### src/rtl/flag_unit_pkg.sv
// package: flag register layout, opcodes, condition codes, reset values
package flag_unit_pkg;
  localparam logic [7:0] FLAGS_ADDR = 8'hE7;
  localparam int BIT_C = 7;
  localparam int BIT_Z = 6;
  localparam int BIT_S = 5;
  localparam int BIT_V = 4;
  localparam int BIT_D = 3;
  localparam int BIT_H = 2;
  localparam int BIT_USER = 1;
  localparam int BIT_SPACE = 0;
  localparam logic [7:0] FLAGS_RESET = 8'h00;
  localparam logic [7:0] PTR_RESET = 8'h00;
  localparam logic [3:0] WIN16_MASK = 4'h0;

  typedef enum logic [4:0] {
    OP_NONE, OP_ALU, OP_WRITE_REG, OP_SPM, OP_SDM, OP_SCF, OP_RCF, OP_CCF,
    OP_INTERRUPT_RETURN, OP_BIT_TEST_THEN_WRITE_ONE, OP_DECREMENT_BYTE_BRANCH_NONZERO, OP_DECREMENT_PAIR_BRANCH_NONZERO, OP_COMPARE_BRANCH_FALSE_ELSE_INCREMENT, OP_COMPARE_BRANCH_TRUE_ELSE_INCREMENT, OP_BIT_TEST_BRANCH_FALSE,
    OP_BIT_TEST_BRANCH_TRUE, OP_JCC, OP_SRP, OP_LOW_WINDOW_POINTER_SET, OP_HIGH_WINDOW_POINTER_SET, OP_WFI, OP_HALT
  } opcode_t;

  typedef enum logic [3:0] {
    CC_F, CC_T, CC_C, CC_NC, CC_Z, CC_NZ, CC_PL, CC_MI, CC_OV, CC_NOV,
    CC_GE, CC_LT, CC_GT, CC_LE, CC_UGT, CC_ULE
  } cond_t;

  typedef enum logic [1:0] {ST_RUN, ST_WAIT, ST_DMA, ST_HALT} core_state_t;
endpackage

### src/rtl/flag_condition_branch_unit.sv
// flag register, condition evaluator, branch decisions and core stop states
`timescale 1ns/1ps

// Notes on behaviour
// [RULE_01] flag register lives at register-file address 231, six status flags
// [RULE_02] bit 1 is a free user flag, no side effects
// [RULE_03] bit 0 selects program or data space, hardware updates it
// [RULE_04] memory space pin always follows bit 0
// [RULE_05] only carry, zero, sign, overflow feed conditions
// [RULE_06] never, always, and set/clear conditions for C, Z, S, V
// [RULE_07] GE when S xor V is 0, LT when it is 1
// [RULE_08] GT when Z or (S xor V) is 0, LE when 1
// [RULE_09] unsigned: UGE C=0, UL C=1, UGT C=0 and Z=0, ULE C or Z
// [RULE_10] wait-for-interrupt stops execution until enabled interrupt, flags kept
// [RULE_11] DMA request during wait is serviced, then wait resumes
// [RULE_12] halt stops execution until device reset only
// [RULE_13] byte decrement, branch if nonzero, flags kept
// [RULE_14] 16-bit pair decrement, branch if nonzero, flags kept
// [RULE_15] compare, branch if false else increment pointer, flags kept
// [RULE_16] compare, branch if true else increment pointer, flags kept
// [RULE_17] bit test, branch when bit is zero, flags kept
// [RULE_18] bit test, branch when bit is one, flags kept
// [RULE_19] long pointer relocates one block of 16 working registers
// [RULE_20] low pointer relocates lower 8 working registers
// [RULE_21] high pointer relocates upper 8 working registers
// [RULE_22] carry set, clear, invert touch only the carry flag
// [RULE_23] interrupt return restores six flags; bit-test-set sets Z,S, clears V
module flag_condition_branch_unit
  import flag_unit_pkg::*;
(
  input wire logic sys_clk_in,
  input wire logic nrst_in,
  input wire logic op_valid_in,
  input wire opcode_t opcode_in,
  input wire cond_t cond_in,
  input wire logic [7:0] operand_a_in,
  input wire logic [7:0] operand_b_in,
  input wire logic [15:0] pair_in,
  input wire logic [2:0] bit_sel_in,
  input wire logic [7:0] reg_addr_in,
  input wire logic [7:0] reg_wdata_in,
  input wire logic [5:0] alu_flags_in,
  input wire logic [5:0] saved_flags_in,
  input wire logic irq_in,
  input wire logic dma_req_in,
  input wire logic dma_done_in,
  output logic [7:0] flags_out,
  output logic space_pin_out,
  output logic branch_taken_out,
  output logic decision_valid_out,
  output logic ptr_increment_out,
  output logic [7:0] dec_byte_out,
  output logic [15:0] dec_pair_out,
  output logic bit_value_out,
  output logic [7:0] ptr0_out,
  output logic [7:0] ptr1_out,
  output logic split_mode_out,
  output logic executing_out,
  output logic dma_active_out,
  output logic halted_out
);

  // ******************************************************************
  // condition evaluation
  // ******************************************************************
  // only C, Z, S, V are arguments; D and H cannot reach a jump [RULE_05]
  function automatic logic cond_met(input cond_t cc, input logic c,
                                    input logic z, input logic s,
                                    input logic v);
    logic sv;
    sv = s ^ v;
    case (cc)
      CC_F: cond_met = 1'b0; // [RULE_06]
      CC_T: cond_met = 1'b1; // [RULE_06]
      CC_C: cond_met = c; // [RULE_06] [RULE_09]
      CC_NC: cond_met = ~c; // [RULE_06] [RULE_09]
      CC_Z: cond_met = z; // [RULE_06]
      CC_NZ: cond_met = ~z; // [RULE_06]
      CC_PL: cond_met = ~s; // [RULE_06]
      CC_MI: cond_met = s; // [RULE_06]
      CC_OV: cond_met = v; // [RULE_06]
      CC_NOV: cond_met = ~v; // [RULE_06]
      CC_GE: cond_met = ~sv; // [RULE_07]
      CC_LT: cond_met = sv; // [RULE_07]
      CC_GT: cond_met = ~(z | sv); // [RULE_08]
      CC_LE: cond_met = z | sv; // [RULE_08]
      CC_UGT: cond_met = ~c & ~z; // [RULE_09]
      CC_ULE: cond_met = c | z; // [RULE_09]
      default: cond_met = 1'b0;
    endcase
  endfunction

  // ******************************************************************
  // state
  // ******************************************************************
  logic [7:0] flags;
  logic [7:0] next_flags;
  logic [7:0] ptr0;
  logic [7:0] ptr1;
  logic split_mode;
  core_state_t state;
  core_state_t next_state;

  wire running = (state == ST_RUN);
  wire take = op_valid_in & running;
  wire flag_wr = take & (opcode_in == OP_WRITE_REG) &
                 (reg_addr_in == FLAGS_ADDR); // [RULE_01]

  // ******************************************************************
  // opcode decode
  // ******************************************************************
  // every strobe is gated by take, so a stopped core cannot act on an
  // opcode that is still standing on its inputs; at most one strobe is
  // high in any cycle because the opcode is a single field
  wire do_alu = take & (opcode_in == OP_ALU);
  wire do_spm = take & (opcode_in == OP_SPM);
  wire do_sdm = take & (opcode_in == OP_SDM);
  wire do_scf = take & (opcode_in == OP_SCF);
  wire do_rcf = take & (opcode_in == OP_RCF);
  wire do_ccf = take & (opcode_in == OP_CCF);
  wire do_interrupt_return = take & (opcode_in == OP_INTERRUPT_RETURN);
  wire do_bit_test_then_write_one = take & (opcode_in == OP_BIT_TEST_THEN_WRITE_ONE);
  wire do_srp = take & (opcode_in == OP_SRP);
  wire do_low_window_pointer_set = take & (opcode_in == OP_LOW_WINDOW_POINTER_SET);
  wire do_high_window_pointer_set = take & (opcode_in == OP_HIGH_WINDOW_POINTER_SET);
  wire do_wfi = take & (opcode_in == OP_WFI);
  wire do_halt = take & (opcode_in == OP_HALT);

  // equal-operand test used by both compare-and-branch forms
  wire ops_equal = (operand_a_in == operand_b_in);
  wire tested_bit = operand_a_in[bit_sel_in];
  wire [7:0] dec_byte = operand_a_in - 8'h01; // [RULE_13]
  wire [15:0] dec_pair = pair_in - 16'h0001; // [RULE_14]
  // d and h get no alias here, so no condition can ever see them
  wire flag_c = flags[BIT_C];
  wire flag_z = flags[BIT_Z];
  wire flag_s = flags[BIT_S];
  wire flag_v = flags[BIT_V];
  wire cc_hit = cond_met(cond_in, flag_c, flag_z,
                         flag_s, flag_v); // [RULE_05]

  // ******************************************************************
  // branch decision
  // ******************************************************************
  logic taken;
  logic incr;
  logic decides;
  wire decide_now = take & decides;
  always_comb begin
    taken = 1'b0;
    incr = 1'b0;
    decides = 1'b1;
    case (opcode_in)
      OP_JCC: taken = cc_hit;
      OP_DECREMENT_BYTE_BRANCH_NONZERO: taken = (dec_byte != 8'h00); // [RULE_13]
      OP_DECREMENT_PAIR_BRANCH_NONZERO: taken = (dec_pair != 16'h0000); // [RULE_14]
      OP_COMPARE_BRANCH_FALSE_ELSE_INCREMENT: begin
        taken = ~ops_equal; // [RULE_15]
        incr = ops_equal; // [RULE_15]
      end
      OP_COMPARE_BRANCH_TRUE_ELSE_INCREMENT: begin
        taken = ops_equal; // [RULE_16]
        incr = ~ops_equal; // [RULE_16]
      end
      OP_BIT_TEST_BRANCH_FALSE: taken = ~tested_bit; // [RULE_17]
      OP_BIT_TEST_BRANCH_TRUE: taken = tested_bit; // [RULE_18]
      default: decides = 1'b0;
    endcase
  end

  // ******************************************************************
  // flag register update
  // ******************************************************************
  // branch, pointer and stop opcodes raise none of these strobes, so
  // they keep every flag [RULE_10] [RULE_13] [RULE_17]
  always_comb begin
    next_flags = flags;
    if (flag_wr) begin
      // user bit is plain storage; bit 0 stays with the hardware [RULE_02]
      next_flags[7:1] = reg_wdata_in[7:1];
    end
    if (do_alu) begin
      next_flags[7:2] = alu_flags_in;
    end
    if (do_spm) begin
      next_flags[BIT_SPACE] = 1'b0; // [RULE_03]
    end
    if (do_sdm) begin
      next_flags[BIT_SPACE] = 1'b1; // [RULE_03]
    end
    if (do_scf) begin
      next_flags[BIT_C] = 1'b1; // [RULE_22]
    end
    if (do_rcf) begin
      next_flags[BIT_C] = 1'b0; // [RULE_22]
    end
    if (do_ccf) begin
      next_flags[BIT_C] = ~flags[BIT_C]; // [RULE_22]
    end
    if (do_interrupt_return) begin
      next_flags[7:2] = saved_flags_in; // [RULE_23]
    end
    if (do_bit_test_then_write_one) begin
      next_flags[BIT_Z] = ~tested_bit; // [RULE_23]
      next_flags[BIT_S] = tested_bit; // [RULE_23]
      next_flags[BIT_V] = 1'b0; // [RULE_23]
    end
  end

  // ******************************************************************
  // core stop states
  // ******************************************************************
  always_comb begin
    next_state = state;
    case (state)
      ST_RUN: begin
        if (do_wfi) begin
          next_state = ST_WAIT; // [RULE_10]
        end else if (do_halt) begin
          next_state = ST_HALT; // [RULE_12]
        end
      end
      ST_WAIT: begin
        // dma wins over a same-cycle interrupt; wait resumes after it,
        // and an interrupt that is still pending then ends the wait
        if (dma_req_in) begin
          next_state = ST_DMA; // [RULE_11]
        end else if (irq_in) begin
          next_state = ST_RUN; // [RULE_10]
        end
      end
      ST_DMA: begin
        if (dma_done_in) begin
          next_state = ST_WAIT; // [RULE_11]
        end
      end
      ST_HALT: next_state = ST_HALT; // [RULE_12]
      default: next_state = ST_RUN;
    endcase
  end

  // ******************************************************************
  // registers
  // ******************************************************************
  // the space bit restarts at program space with the other flags
  always_ff @(posedge sys_clk_in) begin
    if (!nrst_in) begin
      flags <= FLAGS_RESET;
      state <= ST_RUN; // [RULE_12]
    end else begin
      flags <= next_flags;
      state <= next_state;
    end
  end

  // ******************************************************************
  // window pointers
  // ******************************************************************
  // low operand bits are dropped rather than refused, so a misaligned
  // pointer value silently lands on the window below it
  function automatic logic [7:0] align16(input logic [7:0] v);
    align16 = {v[7:4], WIN16_MASK};
  endfunction

  function automatic logic [7:0] align8(input logic [7:0] v);
    align8 = {v[7:3], 3'h0};
  endfunction

  // long form places one aligned 16-register block; short forms each 8
  always_ff @(posedge sys_clk_in) begin
    if (!nrst_in) begin
      ptr0 <= PTR_RESET;
      ptr1 <= PTR_RESET;
      split_mode <= 1'b0;
    end else if (do_srp) begin
      ptr0 <= align16(operand_a_in); // [RULE_19]
      ptr1 <= align16(operand_a_in) + 8'h08; // [RULE_19]
      split_mode <= 1'b0;
    end else if (do_low_window_pointer_set) begin
      ptr0 <= align8(operand_a_in); // [RULE_20]
      split_mode <= 1'b1;
    end else if (do_high_window_pointer_set) begin
      ptr1 <= align8(operand_a_in); // [RULE_21]
      split_mode <= 1'b1;
    end
  end

  // ******************************************************************
  // decision outputs
  // ******************************************************************
  // decisions are one-cycle pulses; the decrement and bit results are
  // refreshed every cycle and only mean something beside a pulse

  always_ff @(posedge sys_clk_in) begin
    if (!nrst_in) begin
      branch_taken_out <= 1'b0;
      decision_valid_out <= 1'b0;
      ptr_increment_out <= 1'b0;
      dec_byte_out <= 8'h00;
      dec_pair_out <= 16'h0000;
      bit_value_out <= 1'b0;
    end else begin
      branch_taken_out <= decide_now & taken;
      decision_valid_out <= decide_now;
      ptr_increment_out <= decide_now & incr;
      dec_byte_out <= dec_byte;
      dec_pair_out <= dec_pair;
      bit_value_out <= tested_bit;
    end
  end

  // ******************************************************************
  // outputs
  // ******************************************************************
  assign flags_out = flags;
  assign space_pin_out = flags[BIT_SPACE]; // [RULE_04]
  assign ptr0_out = ptr0;
  assign ptr1_out = ptr1;
  assign split_mode_out = split_mode;

  // ******************************************************************
  // status levels
  // ******************************************************************
  // registered copies decoded from the next state, so they switch on
  // the same edge as the state register and carry no decode glitches
  always_ff @(posedge sys_clk_in) begin
    if (!nrst_in) begin
      executing_out <= 1'b1;
      dma_active_out <= 1'b0;
      halted_out <= 1'b0; // [RULE_12]
    end else begin
      executing_out <= (next_state == ST_RUN);
      dma_active_out <= (next_state == ST_DMA); // [RULE_11]
      halted_out <= (next_state == ST_HALT); // [RULE_12]
    end
  end

endmodule

### config.mk
export PLATFORM = sky130hd
export DESIGN_NAME = flag_condition_branch_unit
export DESIGN_NICKNAME = d
export VERILOG_FILES = /design/src/rtl/flag_unit_pkg.sv /design/src/rtl/flag_condition_branch_unit.sv
export SDC_FILE = /design/constraint.sdc
export NUM_CORES = 1
export LEC_CHECK = 0
export CELL_PAD_IN_SITES_DETAIL_PLACEMENT = 1
export CELL_PAD_IN_SITES_GLOBAL_PLACEMENT = 1
export CORE_UTILIZATION = 45
export DETAILED_ROUTE_END_ITERATION = 10
export DONT_BUFFER_PORTS = 1
export GPL_ROUTABILITY_DRIVEN = 0
export GPL_TIMING_DRIVEN = 0
export PLACE_DENSITY = 0.79
export SETUP_SLACK_MARGIN = 0.3
export SYNTH_ARGS = -nofsm -noshare
export SYNTH_HDL_FRONTEND = slang
export SYNTH_SLANG_ARGS = --single-unit
### constraint.sdc
create_clock -name sys_clk_in -period 2.32 [get_ports sys_clk_in]
set_clock_uncertainty 0.2 [all_clocks]
set_input_delay 0.116 -clock sys_clk_in [delete_from_list [all_inputs] [get_ports sys_clk_in]]
set_output_delay 0.116 -clock sys_clk_in [all_outputs]
set_load 0.005 [all_outputs]
# Word level (Yosys, flattened, before mapping)
# Index checks and enable logic that the tools add are counted.
# totals
reg_bits	55
latchBits	0
ramBits	0
mem_bits_ro	0
input_bits	78
out_inout_bits	57
wordCells	144
n_memories	0
# classes
add_sub_neg	3
mul	0
div_mod_pow	0
n_lt_le_gt_ge	1
eq_ne	44
shift	0
muxes	28
bitwise	32
reduce_logical	16
# ops
op	n
5-bit by 4-bit == test with 1-bit output (second input constant)	8
8-bit 2-to-1 mux	5
4-bit == test (second input constant)	8
5-bit == test (second input constant)	6
1-bit AND	20
5-bit by 3-bit == test with 1-bit output (second input constant)	4
4-bit by 3-bit == test with 1-bit output (second input constant)	4
1-bit case mux with 16 select lines	1
16-bit nonzero test	1
16-bit by 1-bit subtractor with 16-bit output (second input constant)	1
6-bit 2-to-1 mux	2
5-bit by 2-bit == test with 1-bit output (second input constant)	2
2-bit 2-to-1 mux	5
1-bit 2-to-1 mux	9
1-bit inverter	9
8-bit by 4-bit adder with 8-bit output (second input constant)	1
2-bit == test (second input constant)	4
4-bit by 2-bit == test with 1-bit output (second input constant)	2
8-bit == test	1
8-bit == test (second input constant)	1
2-bit case mux with 4 select lines	1
2-bit nonzero test	4
8-bit nonzero test	1
8-bit by 1-bit subtractor with 8-bit output (second input constant)	1
20 further kinds	23

# Depth between registers and ports, before layout
# Gate-level depths: netlist of the first run.
# depth
ltp_word	11
depth_mapped	9
depth_no_buf	8

# Least setup slack after synthesis of the first run
# OpenSTA, ideal clock, no wires.
# synth_timing
path_kind	register to register
from	register state[1]
to	register flags[5], in the netlist flags_out[5]
setup_ps	122
arrival_ps	1684
t_required_ps	1998
path_slack_ps	314
path_stages_with_launch	7
n_path_buf	0
period_less_slack_ps	2006
path_cell_list	dfxtp_1 -> or3b_4 -> nor4_4 -> mux2i_1 -> o21ai_2 -> nor2_1 -> o311a_1
# synth_between
elab_chain_cells	6
word_cells_on_any_way	11
classes_between	3 x mux; 6 x bitwise; 2 x reduce/logical
# synth_lines
element	line_no	rtl
start, declared	flag_condition_branch_unit.sv:101	core_state_t state;
start signal, assigned	flag_condition_branch_unit.sv:252	state <= next_state;
2-bit logical NOT *	flag_condition_branch_unit.sv:104	wire running = (state == ST_RUN);
1-bit AND *	flag_condition_branch_unit.sv:105	wire take = op_valid_in & running;
1-bit AND	flag_condition_branch_unit.sv:115	wire do_alu = take & (opcode_in == OP_ALU);
6-bit 2-to-1 mux	flag_condition_branch_unit.sv:182	if (do_alu) begin
6-bit 2-to-1 mux	flag_condition_branch_unit.sv:200	if (do_interrupt_return) begin
3-bit 2-to-1 mux	flag_condition_branch_unit.sv:203	if (do_bit_test_then_write_one) begin
end signal, assigned	flag_condition_branch_unit.sv:251	flags <= next_flags;
end, declared	flag_condition_branch_unit.sv:96	logic [7:0] flags;
# Every way passes the cells marked *; elsewhere a longest branch is shown, timed or not.
# A chain may end at the register's enable or synchronous reset.

# Worst setup path in the final report of the first run
# layout_timing
from	register state[0]
to	register flags[4], in the netlist flags_out[4]
# layout_between
elab_chain_cells	5
word_cells_on_any_way	11
classes_between	2 x mux; 6 x bitwise; 3 x reduce/logical
# layout_lines
element	line_no
2-bit logical NOT *	flag_condition_branch_unit.sv:104
1-bit AND *	flag_condition_branch_unit.sv:105
1-bit AND (on tied branches)	flag_condition_branch_unit.sv:106, flag_condition_branch_unit.sv:115
1-bit AND or 6-bit 2-to-1 mux (tied branches)	flag_condition_branch_unit.sv:106, flag_condition_branch_unit.sv:182
3-bit nonzero test (no source line) or 6-bit 2-to-1 mux (tied branches)	-
# Marked as above.

==> impl_metrics.yaml, run 1 <==
hold_path:
  hp-class: "input port to flip-flop"
  hp-start: "opcode_in[3]"
  hold_path_depth: 4
  hold_path_end: "flags_out[4]"
synth:
  synthArstFlopShare_pct: 0
  synth_cells: 365
  ys_types: 63
  ys_ff_latch: 52
  yosysWarnings: 0
  ys_dominant_reg_cell: "dfxtp_1"
  synth_edf_count: 0
  seq_area_frac_synth_pct: 34.6
  netlist_area_um2: 3010
  synth.avg_cell_area_um2: 8.23
setup_path:
  endpoint_kind: "flip-flop"
  reg2reg_from: "state[0]"
  r2r-end: "flags_out[4]"
  worst-path-max-fanout: 7
  arrival_ns: 2.35
  reg2regPathDepth: 8
  required_ns: 2.36
  regToRegSetupSlack_ns: 0.01
  crit_type: "flip-flop to flip-flop"
  cp-start-kind: "flip-flop"
clock_network:
  clockRootBuffer: "clkbuf_8"
  htreeDepth: 2
  cts_num_sinks: 52
  clk_pin_slew_ns: 0.10
  cts_buffer_depth: 2
  numCtsBuffers: 5
  cts_tree: "built"
  worst_skew_pair.late_latency_ns: 0.31
routing:
  routed-via-count: 3336
  via_per_inst: 6.31
  wl_per_cell_um: 23.7
  first_pass_iters: 5
  drt_iter0_markers: 209
  drtAntennaViolNets: 0
  remaining_drc_errors: 0
  finalWirelength_um: 12600
global_route:
  antenna_found_initial: 1
  grt_pass1_vias: 3360
  grt_pass1_wl_um: 17800
  track_usage_pct: 32.3
  grt_max_degree: 16
  gr-total-overflow: 0
floorplanning:
  die_h_um: 83.7
  core_um2: 6390
  start_util_pct: 47.1
  die_w_um: 83.7
  dieArea_um2: 7010
  io_pins: 135
  num_rows: 29
power:
  p_clk_share_pct: 28.7
  p_leak_nw: 1.50
  p_per_area_nw_per_um2: 463
  ir_worst_vdd_uv: 338
  netSwitchingPower_mw: 0.549
  power_frac_seq_pct: 50.5
  p_comb_share_pct: 20.8
  switching_share_pct: 29.2
  p_int_mw: 1.33
placement:
  hpwl_um: 6540
  placed_cells: 447
  post_dp_cell_area_um2: 3120
  io_buffers: 0
timing:
  period_share_pct: 99.4
  max_freq_ghz: 0.434
  tightest_slew_ns: 0.737
  fin_tns_setup_ns: 0
  hold_ws_ns: 0.00121
  final.min_clock_period_ns: 2.31
  maxSlewViolCount: 0
  slew_headroom_pct: 50.8
  setup_viol: 0
  hold_viol_final: 0
  grt_setup_unrepaired: "yes"
finish:
  areaGrowthSynthToFinish_pct: 35.3
  nNetsFinal: 532
  fillers: 785
  fin_area_um2: 4070
  layout.cells.non_filler: 529
  drive_gt1_share_pct: 17.3
  final_util_pct: 63.7
job:
  drv_cap: 0
outcome:
  status: "complete, no violations"
## registers in the layout (all words and copies together), names as in the netlist
| signal | flops |
|---|---|
| state | 2 |
| decision_valid_out | 1 |
| ptr_increment_out | 1 |
| ptr0_out | 5 |
| dec_byte_out | 8 |
| halted_out | 1 |
| bit_value_out | 1 |
| dec_pair_out | 16 |
| branch_taken_out | 1 |
| ptr1_out | 5 |
| executing_out | 1 |
| dma_active_out | 1 |
| split_mode_out | 1 |
| flags_out | 8 |
## timing repair
item,4_1_cts,5_1_grt
setup endpoints to repair,13,22
gates resized for setup,12,34
pin swaps,8,7
cloned,0,0
hold buffers,54,1
endpoints found under the hold margin,41,1
buffers inserted,8,10
## cells in the final DEF (no fill, tap or decap), drive strengths merged, types with 3 or more instances in the layout
master,count
dlygate4sd3,54
dfxtp,52
nor2,51
nand2,30
buf,29
xnor2,22
a21oi,22
clkbuf,22
o21ai,18
inv,13
nand3,12
nor3,11
nor2b,8
mux2i,8
or3,8
nor4,7
conb,6
nand2b,5
xor2,5
and2,4
ha,4
nor4b,4
nor3b,4
nand4,3
nand4b,3
mux2,3
## layer usage
layer / routed length, µm / part of all wire, % / track usage [%] / vias to the layer above
met4: 720 / 5.7 / 16.5 / 0
met3: 870 / 6.9 / 6.23 / 79
met2: 6390 / 51 / 58.7 / 186
li1: - / - / - / 1441
met5: 0 / 0 / 0 / -
met1: 4570 / 36 / 35.5 / 1630
## cell usage after synthesis, drive strengths merged (2+ instances only)
| master | instances | area share [%] |
|---|---|---|
| dfxtp | 52 | 35 |
| nor2 | 51 | 6.4 |
| nand2 | 30 | 3.7 |
| a21oi | 22 | 3.7 |
| xnor2 | 22 | 6.4 |
| o21ai | 18 | 3.1 |
| clkbuf | 16 | 2.0 |
| inv | 13 | 1.6 |
| nand3 | 12 | 2.2 |
| nor3 | 11 | 2.2 |
| buf | 10 | 2.5 |
| mux2i | 8 | 2.7 |
| nor2b | 8 | 1.7 |
| or3 | 8 | 1.8 |
| nor4 | 7 | 2.7 |
| nand2b | 5 | 1.0 |
| xor2 | 5 | 1.5 |
| and2 | 4 | 0.83 |
| ha | 4 | 1.7 |
| nor3b | 4 | 1.0 |
| nor4b | 4 | 1.2 |
| mux2 | 3 | 1.1 |
| nand4 | 3 | 0.62 |
| nand4b | 3 | 0.87 |
| a21o | 2 | 0.50 |
| a221oi | 2 | 0.58 |
| a41oi | 2 | 0.83 |
| and3 | 2 | 0.42 |
| and4 | 2 | 0.58 |
| mux4 | 2 | 1.5 |
| nand3b | 2 | 0.50 |
| o2111a | 2 | 0.75 |
| o221ai | 2 | 0.58 |
| o22a | 2 | 0.58 |
| or2 | 2 | 0.42 |
| or4 | 2 | 0.50 |
## how the worst max path moves through the flow
stage	from	to	slack, ns
after CTS	state[0]	flags_out[7]	0.07
after global placement	pair_in[1]	branch_taken_out	-0.02
after global routing	state[0]	flags_out[6]	-0.13
final	state[0]	flags_out[4]	0.01
after detailed placement	pair_in[1]	branch_taken_out	-0.06
after floorplan	state[1]	flags_out[5]	0.31
## through the flow
step           total power, mW  worst slack, ns
2_1_floorplan             1.16            0.314
3_3_place_gp              1.21          -0.0230
3_5_place_dp              1.21          -0.0649
4_1_cts                   1.83           0.0694
5_1_grt                   1.94           -0.132
6_report                  1.88           0.0145
## critical path: stages, from the launching register on
cell	delay, ns
dfxtp_4	0.36
or3b_4	0.42
nor4_4	0.27
buf_4	0.21
nand3_4	0.14
o21ai_4	0.14
buf_4	0.16
o221ai_1	0.14
a21oi_1	0.20
## power by group through the flow
stage          Combinational [mW]  Sequential, mW  Clock [mW]
2_1_floorplan               0.192           0.967           0
3_3_place_gp                0.233           0.973           0
3_5_place_dp                0.240           0.973           0
4_1_cts                     0.333           0.951       0.542
5_1_grt                     0.416           0.954       0.574
6_report                    0.391           0.951       0.540
## logic make-up (layout without fill, tap and decap cells)
group	Yosys count	count (layout)	synth area share (%)
flip-flops	52	52	34.6
AND/OR/NAND/NOR	164	164	29.9
adder cells (fa/ha/maj)	4	4	1.67
buffers and inverters	39	120	6.08
XOR/XNOR	27	27	7.87
multiplexers	13	13	5.29
other	1	7	0.125
AO/OA/AOI/OAI	65	65	14.4
## area by class of cell
class	count	area, µm²	share of cell area (%)
multi-input cells	279	1960	48.1
flip-flops and latches	52	1050	25.8
repair buffers	73	692	17.0
plain buffers	26	138	3.38
well taps	77	96.3	2.37
clock buffers	7	76.3	1.88
inverters	13	48.8	1.20
clock inverters	1	8.76	0.215
diodes	1	2.50	0.0615
(Power assumes the default switching activity.)
==> run 2, diff against run 1 <==
--- a/config.mk
+++ b/config.mk
@@ -5,6 +5,7 @@
 export SDC_FILE = /design/constraint.sdc
 export NUM_CORES = 1
 export LEC_CHECK = 0
+export ABC_CLOCK_PERIOD_IN_PS = 2320
 export CELL_PAD_IN_SITES_DETAIL_PLACEMENT = 1
 export CELL_PAD_IN_SITES_GLOBAL_PLACEMENT = 1
 export CORE_UTILIZATION = 45
==> constraint.sdc (replaced) <==
create_clock -name sys_clk_in -period 2.32 [get_ports sys_clk_in]
set_clock_uncertainty 0.2 [all_clocks]
set_input_delay 0.232 -clock sys_clk_in [delete_from_list [all_inputs] [get_ports sys_clk_in]]
set_output_delay 0.232 -clock sys_clk_in [all_outputs]
set_load 0.005 [all_outputs]
==> run 2 against run 1 <==
  * Fmax up 7.6%
  * Global-route usage decreased by 4.7 points
  * Largest power group unchanged
  * Largest cell class unchanged
  * First-iteration DRC count is 50% lower
  * Critical path depth is 1 lower
  * Sequential share of layout area increased by 2.0 points
==> impl_metrics.yaml, run 2 (synthesized netlist as in run 1, its figures left out) <==
clock_network:
  worst_skew_pair.late_latency_ns: 0.29
  clockRootBuffer: "clkbuf_8"
  cts_num_sinks: 52
  cts_tree: "built"
  numCtsBuffers: 5
  htreeDepth: 2
  clk_pin_slew_ns: 0.09
  cts_buffer_depth: 2
global_route:
  gr-total-overflow: 0
  grt_pass1_vias: 3134
  grt_max_degree: 15
  grt_pass1_wl_um: 15600
  track_usage_pct: 27.6
  antenna_found_initial: 2
setup_path:
  cp-start-kind: "flip-flop"
  regToRegSetupSlack_ns: 0.18
  arrival_ns: 2.12
  reg2regPathDepth: 7
  required_ns: 2.30
  endpoint_kind: "flip-flop"
  reg2reg_from: "state[1]"
  crit_type: "flip-flop to flip-flop"
  r2r-end: "flags_out[5]"
  worst-path-max-fanout: 7
finish:
  largest_reg_flops: 16
  fillers: 754
  largest-register: "dec_pair_out"
  final_util_pct: 59.2
  areaGrowthSynthToFinish_pct: 25.8
  nNetsFinal: 504
  layout.area.seq_um2: 1050
  drive_gt1_share_pct: 17.6
  multi_input_area_um2: 1930
  mostFrequentLayoutCells: "nor2_1 (48), dfxtp_1 (48), nand2_1 (29), dlygate4sd3_1 (29)"
timing:
  final.setup.worst_slack_ns: 0.177
  maxSlewViolCount: 0
  hold_viol_final: 0
  max_freq_ghz: 0.467
  setup_viol: 0
  slew_headroom_pct: 57.3
  final.min_clock_period_ns: 2.14
  hold_ws_ns: 0.0111
  period_share_pct: 92.4
  tightest_slew_ns: 0.640
  grt_setup_unrepaired: "yes"
routing:
  drt_iter0_markers: 105
  finalWirelength_um: 9970
  via_per_inst: 5.95
  remaining_drc_errors: 0
  wl_per_cell_um: 19.9
  drtAntennaViolNets: 0
  first_pass_iters: 4
  routed-via-count: 2977
hold_path:
  hp-start: "operand_a_in[1]"
  hold_path_depth: 3
  hold_path_end: "dec_byte_out[1]"
  hp-class: "input port to flip-flop"
power:
  ir_worst_vdd_uv: 363
  finalPower_mw: 1.88
  p_leak_nw: 1.37
  power_frac_seq_pct: 50.6
  switching_share_pct: 25.8
  p_clk_share_pct: 31.9
  p_comb_share_pct: 17.5
  p_per_area_nw_per_um2: 497
  netSwitchingPower_mw: 0.485
  p_int_mw: 1.39
placement:
  hpwl_um: 6640
  dp_slack_ns: -0.0229
  io_buffers: 0
floorplanning:
  io_pins: 135
  dieArea_um2: 7010
  die_w_um: 83.7
  core_um2: 6390
  num_rows: 29
  start_util_pct: 47.1
  die_h_um: 83.7
outcome:
  status: "complete, no violations"
job:
  drv_cap: 0
-- run 2: cell types whose count changed in the layout (fill, tap and decap cells not counted), sizes merged --
cell / before / now
diode: 1 / 2
clkbuf: 22 / 21
bufinv: 0 / 1
clkinv: 1 / 0
buf: 29 / 26
dlygate4sd3: 54 / 29
dlymetal6s4s: 1 / 0
-- run 2: worst max-delay path by stage --
stage / from / endpoint / slack, ns / cells after the start
floorplan: pair_in[0] / branch_taken_out / 0.31 / 8
global placement: pair_in[1] / branch_taken_out / -0.005 / 8
detailed placement: pair_in[1] / branch_taken_out / -0.02 / 8
CTS: state[0] / flags_out[7] / 0.11 / 7
global route: state[1] / flags_out[7] / 0.13 / 7
finish: state[1] / flags_out[5] / 0.18 / 7
-- run 2: layout make-up --
class / count / area share [%]
Multi-Input combinational cell: 279 / 51.0
Tap cell: 77 / 2.55
Sequential cell: 52 / 27.8
Timing Repair Buffer: 45 / 11.0
Buffer: 26 / 3.64
Clock buffer: 5 / 1.82
Inverter: 13 / 1.29
Clock inverter: 1 / 0.794
Antenna cell: 2 / 0.132
-- run 2: per-layer routing --
layer / up-vias / global-route usage, % / wire length, µm
met3: 25 / 5.34 / 590
li1: 1388 / - / -
met4: 0 / 11.6 / 259
met1: 1459 / 31.5 / 3970
met5: - / 0 / 0
met2: 105 / 49.9 / 5150
-- run 2: stage by stage --
step	TNS [ns]	std cells	instance area, µm²
after CTS	0	493	3660
after global routing	0	500	3780
final	0	500	3780
after detailed placement	-0.0340	447	3130
after floorplan	0	370	3030
after global placement	-0.00546	447	3130
-- run 2: power by group through the flow --
stage                     Sequential, mW  Combinational, mW  Clock [mW]
after floorplan                    0.967              0.194           0
after global placement             0.973              0.236           0
after detailed placement           0.974              0.244           0
after CTS                          0.951              0.305       0.616
after global routing               0.955              0.357       0.638
final                              0.951              0.329       0.599
-- run 2: critical path, cell delays in order (launching register included) --
cell and delay, ns:
dfxtp_4 0.35, or3b_4 0.42, nor4_4 0.20, buf_4 0.20, nand3_4 0.13, o21ai_4 0.14, nor2_2 0.07, o311a_1 0.32
-- run 2: timing repair --
action	in CTS	in global routing
gates resized for setup	15	22
endpoints found under the hold margin	27	1
setup buffers	12	4
hold buffers	28	1
gates cloned	0	0
endpoints found under the setup margin	13	18
pin swaps	8	11
==> run 3, diff against run 2 <==
--- a/config.mk
+++ b/config.mk
@@ -8,6 +8,7 @@
 export ABC_CLOCK_PERIOD_IN_PS = 2320
 export CELL_PAD_IN_SITES_DETAIL_PLACEMENT = 1
 export CELL_PAD_IN_SITES_GLOBAL_PLACEMENT = 1
+export CORE_ASPECT_RATIO = 0.7
 export CORE_UTILIZATION = 45
 export DETAILED_ROUTE_END_ITERATION = 10
 export DONT_BUFFER_PORTS = 1
==> run 3 against run 2 <==
  * The flow now finishes with violations (negative hold slack)
  * Clock power down 7.3%
  * Routed wire length down 1.1%
  * Critical path depth unchanged
  * Sequential share of layout area grew 0.27 points
  * Largest power group unchanged
==> impl_metrics.yaml, run 3 (synthesized netlist as in run 1, its figures left out) <==
timing:
  fin_tns_setup_ns: 0
  tightest_slew_ns: 0.643
  hold_viol_final: 1
  final.min_clock_period_ns: 2.12
  max_freq_ghz: 0.471
  period_share_pct: 91.5
  setup_viol: 0
  hold_ws_ns: -0.00104
  grt_setup_unrepaired: "yes"
  maxSlewViolCount: 0
  slew_headroom_pct: 57.1
floorplanning:
  start_util_pct: 47.4
  core_um2: 6340
  num_rows: 24
  die_w_um: 99.7
  die_h_um: 70.4
  dieArea_um2: 7010
  io_pins: 135
global_route:
  grt_pass1_wl_um: 15400
  antenna_found_initial: 0
  grt_max_degree: 16
  track_usage_pct: 28.0
  gr-total-overflow: 0
  grt_pass1_vias: 3009
routing:
  drtAntennaViolNets: 0
  wl_per_cell_um: 19.2
  routed-via-count: 2976
  remaining_drc_errors: 0
  finalWirelength_um: 9860
  via_per_inst: 5.81
  first_pass_iters: 4
  drt_iter0_markers: 144
placement:
  hpwl_um: 6690
  io_buffers: 0
finish:
  largest_reg_flops: 16
  nNetsFinal: 503
  diodes: 0
  mostFrequentLayoutCells: "nor2_1 (50), dfxtp_1 (48), dlygate4sd3_1 (31), nand2_1 (30)"
  fillers: 778
  drive_gt1_share_pct: 14.7
  largest-register: "dec_pair_out"
  final_common_cell: "nor2_1"
  areaGrowthSynthToFinish_pct: 24.3
clock_network:
  numCtsBuffers: 5
  htreeDepth: 2
  cts_tree: "built"
  cts_buffer_depth: 2
  cts_num_sinks: 52
  clk_pin_slew_ns: 0.11
  clockRootBuffer: "clkbuf_8"
  worst_skew_pair.late_latency_ns: 0.32
setup_path:
  cpPeakStageDelay_ns: 0.43
  arrival_ns: 2.18
  crit_type: "flip-flop to flip-flop"
  crit_chain: "or3b_4 -> nor4_4 -> buf_4 -> and4_4 -> o21ai_1 -> a221o_1 -> a21oi_1"
  endpoint_kind: "flip-flop"
  required_ns: 2.38
  critPathLaunch: "state[0]"
  cp-start-kind: "flip-flop"
  reg2reg_from: "state[0]"
  worst-path-max-fanout: 3
  crit_slowest_cell: "or3b_4"
power:
  p_per_area_nw_per_um2: 490
  switching_share_pct: 27.7
  p_leak_nw: 1.35
  p_int_mw: 1.32
  power_frac_seq_pct: 52.1
  finalPower_mw: 1.83
  netSwitchingPower_mw: 0.507
  p_clk_share_pct: 30.3
  p_comb_share_pct: 17.6
  ir_worst_vdd_uv: 278
hold_path:
  hp-class: "input port to flip-flop"
  hp-start: "opcode_in[4]"
outcome:
  status: "complete, but fails checks"
  violations: "negative hold slack"
job:
  drv_cap: 0
run 3: area by class of cell:
| type | count | area [µm²] | area share [%] |
|---|---|---|---|
| clock inverter | 1 | 8.76 | 0.234 |
| tap | 91 | 114 | 3.05 |
| sequential | 52 | 1050 | 28.1 |
| buffer | 26 | 138 | 3.68 |
| clock buffer | 6 | 82.6 | 2.21 |
| multi-input combinational | 279 | 1880 | 50.3 |
| timing repair buffer | 44 | 415 | 11.1 |
| inverter | 13 | 48.8 | 1.31 |
run 3: path summary, 6_finish.rpt:
kind | end | slack, ns | cells past startpoint
worst max-delay path | flags_out[7] | 0.20 | 7
worst min-delay path | flags_out[0] | -0.001 | 4
worst max register to register | flags_out[7] | 0.20 | 7
worst min register to register | ptr1_out[4] | 0.31 | 2
run 3: critical path: cells and delay by family, from the launching register on:
family | cells | cell delay [ns]
AOI/OAI and AO/OA | 3 | 0.51
DFF | 1 | 0.36
buffers and inverters | 1 | 0.18
and+or+nand+nor | 3 | 0.82
run 3: per-layer routing:
metal | part of all wire [%] | GRT usage, % | vias to the layer above
met5 | 0 | 0 | -
met4 | 1.9 | 7.84 | 0
met3 | 7.6 | 7.71 | 20
met2 | 47 | 45.5 | 137
met1 | 43 | 36.2 | 1434
li1 | - | - | 1385
run 3: what timing repair did:
item | 4_1_cts | 5_1_grt
setup buffers | 10 | 3
hold endpoints to repair | 28 | 0
hold buffers | 31 | 0
endpoints found under the setup margin | 13 | 22
resized for setup | 10 | 13
pin swaps | 7 | 4
run 3: power by group through the flow:
stage               sequential [mW]  clock [mW]  combinational (mW)
finish                        0.953       0.555               0.322
CTS                           0.952       0.556               0.305
global route                  0.957       0.605               0.353
global placement              0.973           0               0.237
detailed placement            0.973           0               0.244
floorplan                     0.967           0               0.194
run 3: metrics by stage:
stage          area [µm²]  hold slack [ns]  worst slack [ns]  std cells  utilization, %
6_report             3740         -0.00104             0.198        512            59.0
5_1_grt              3740          0.00619             0.114        512            59.0
4_1_cts              3660          0.00153             0.153        509            57.8
3_5_place_dp         3150            0.108           -0.0702        461            49.7
3_3_place_gp         3150            0.107           -0.0400        461            49.7
2_1_floorplan        3030            0.104             0.312        370               -
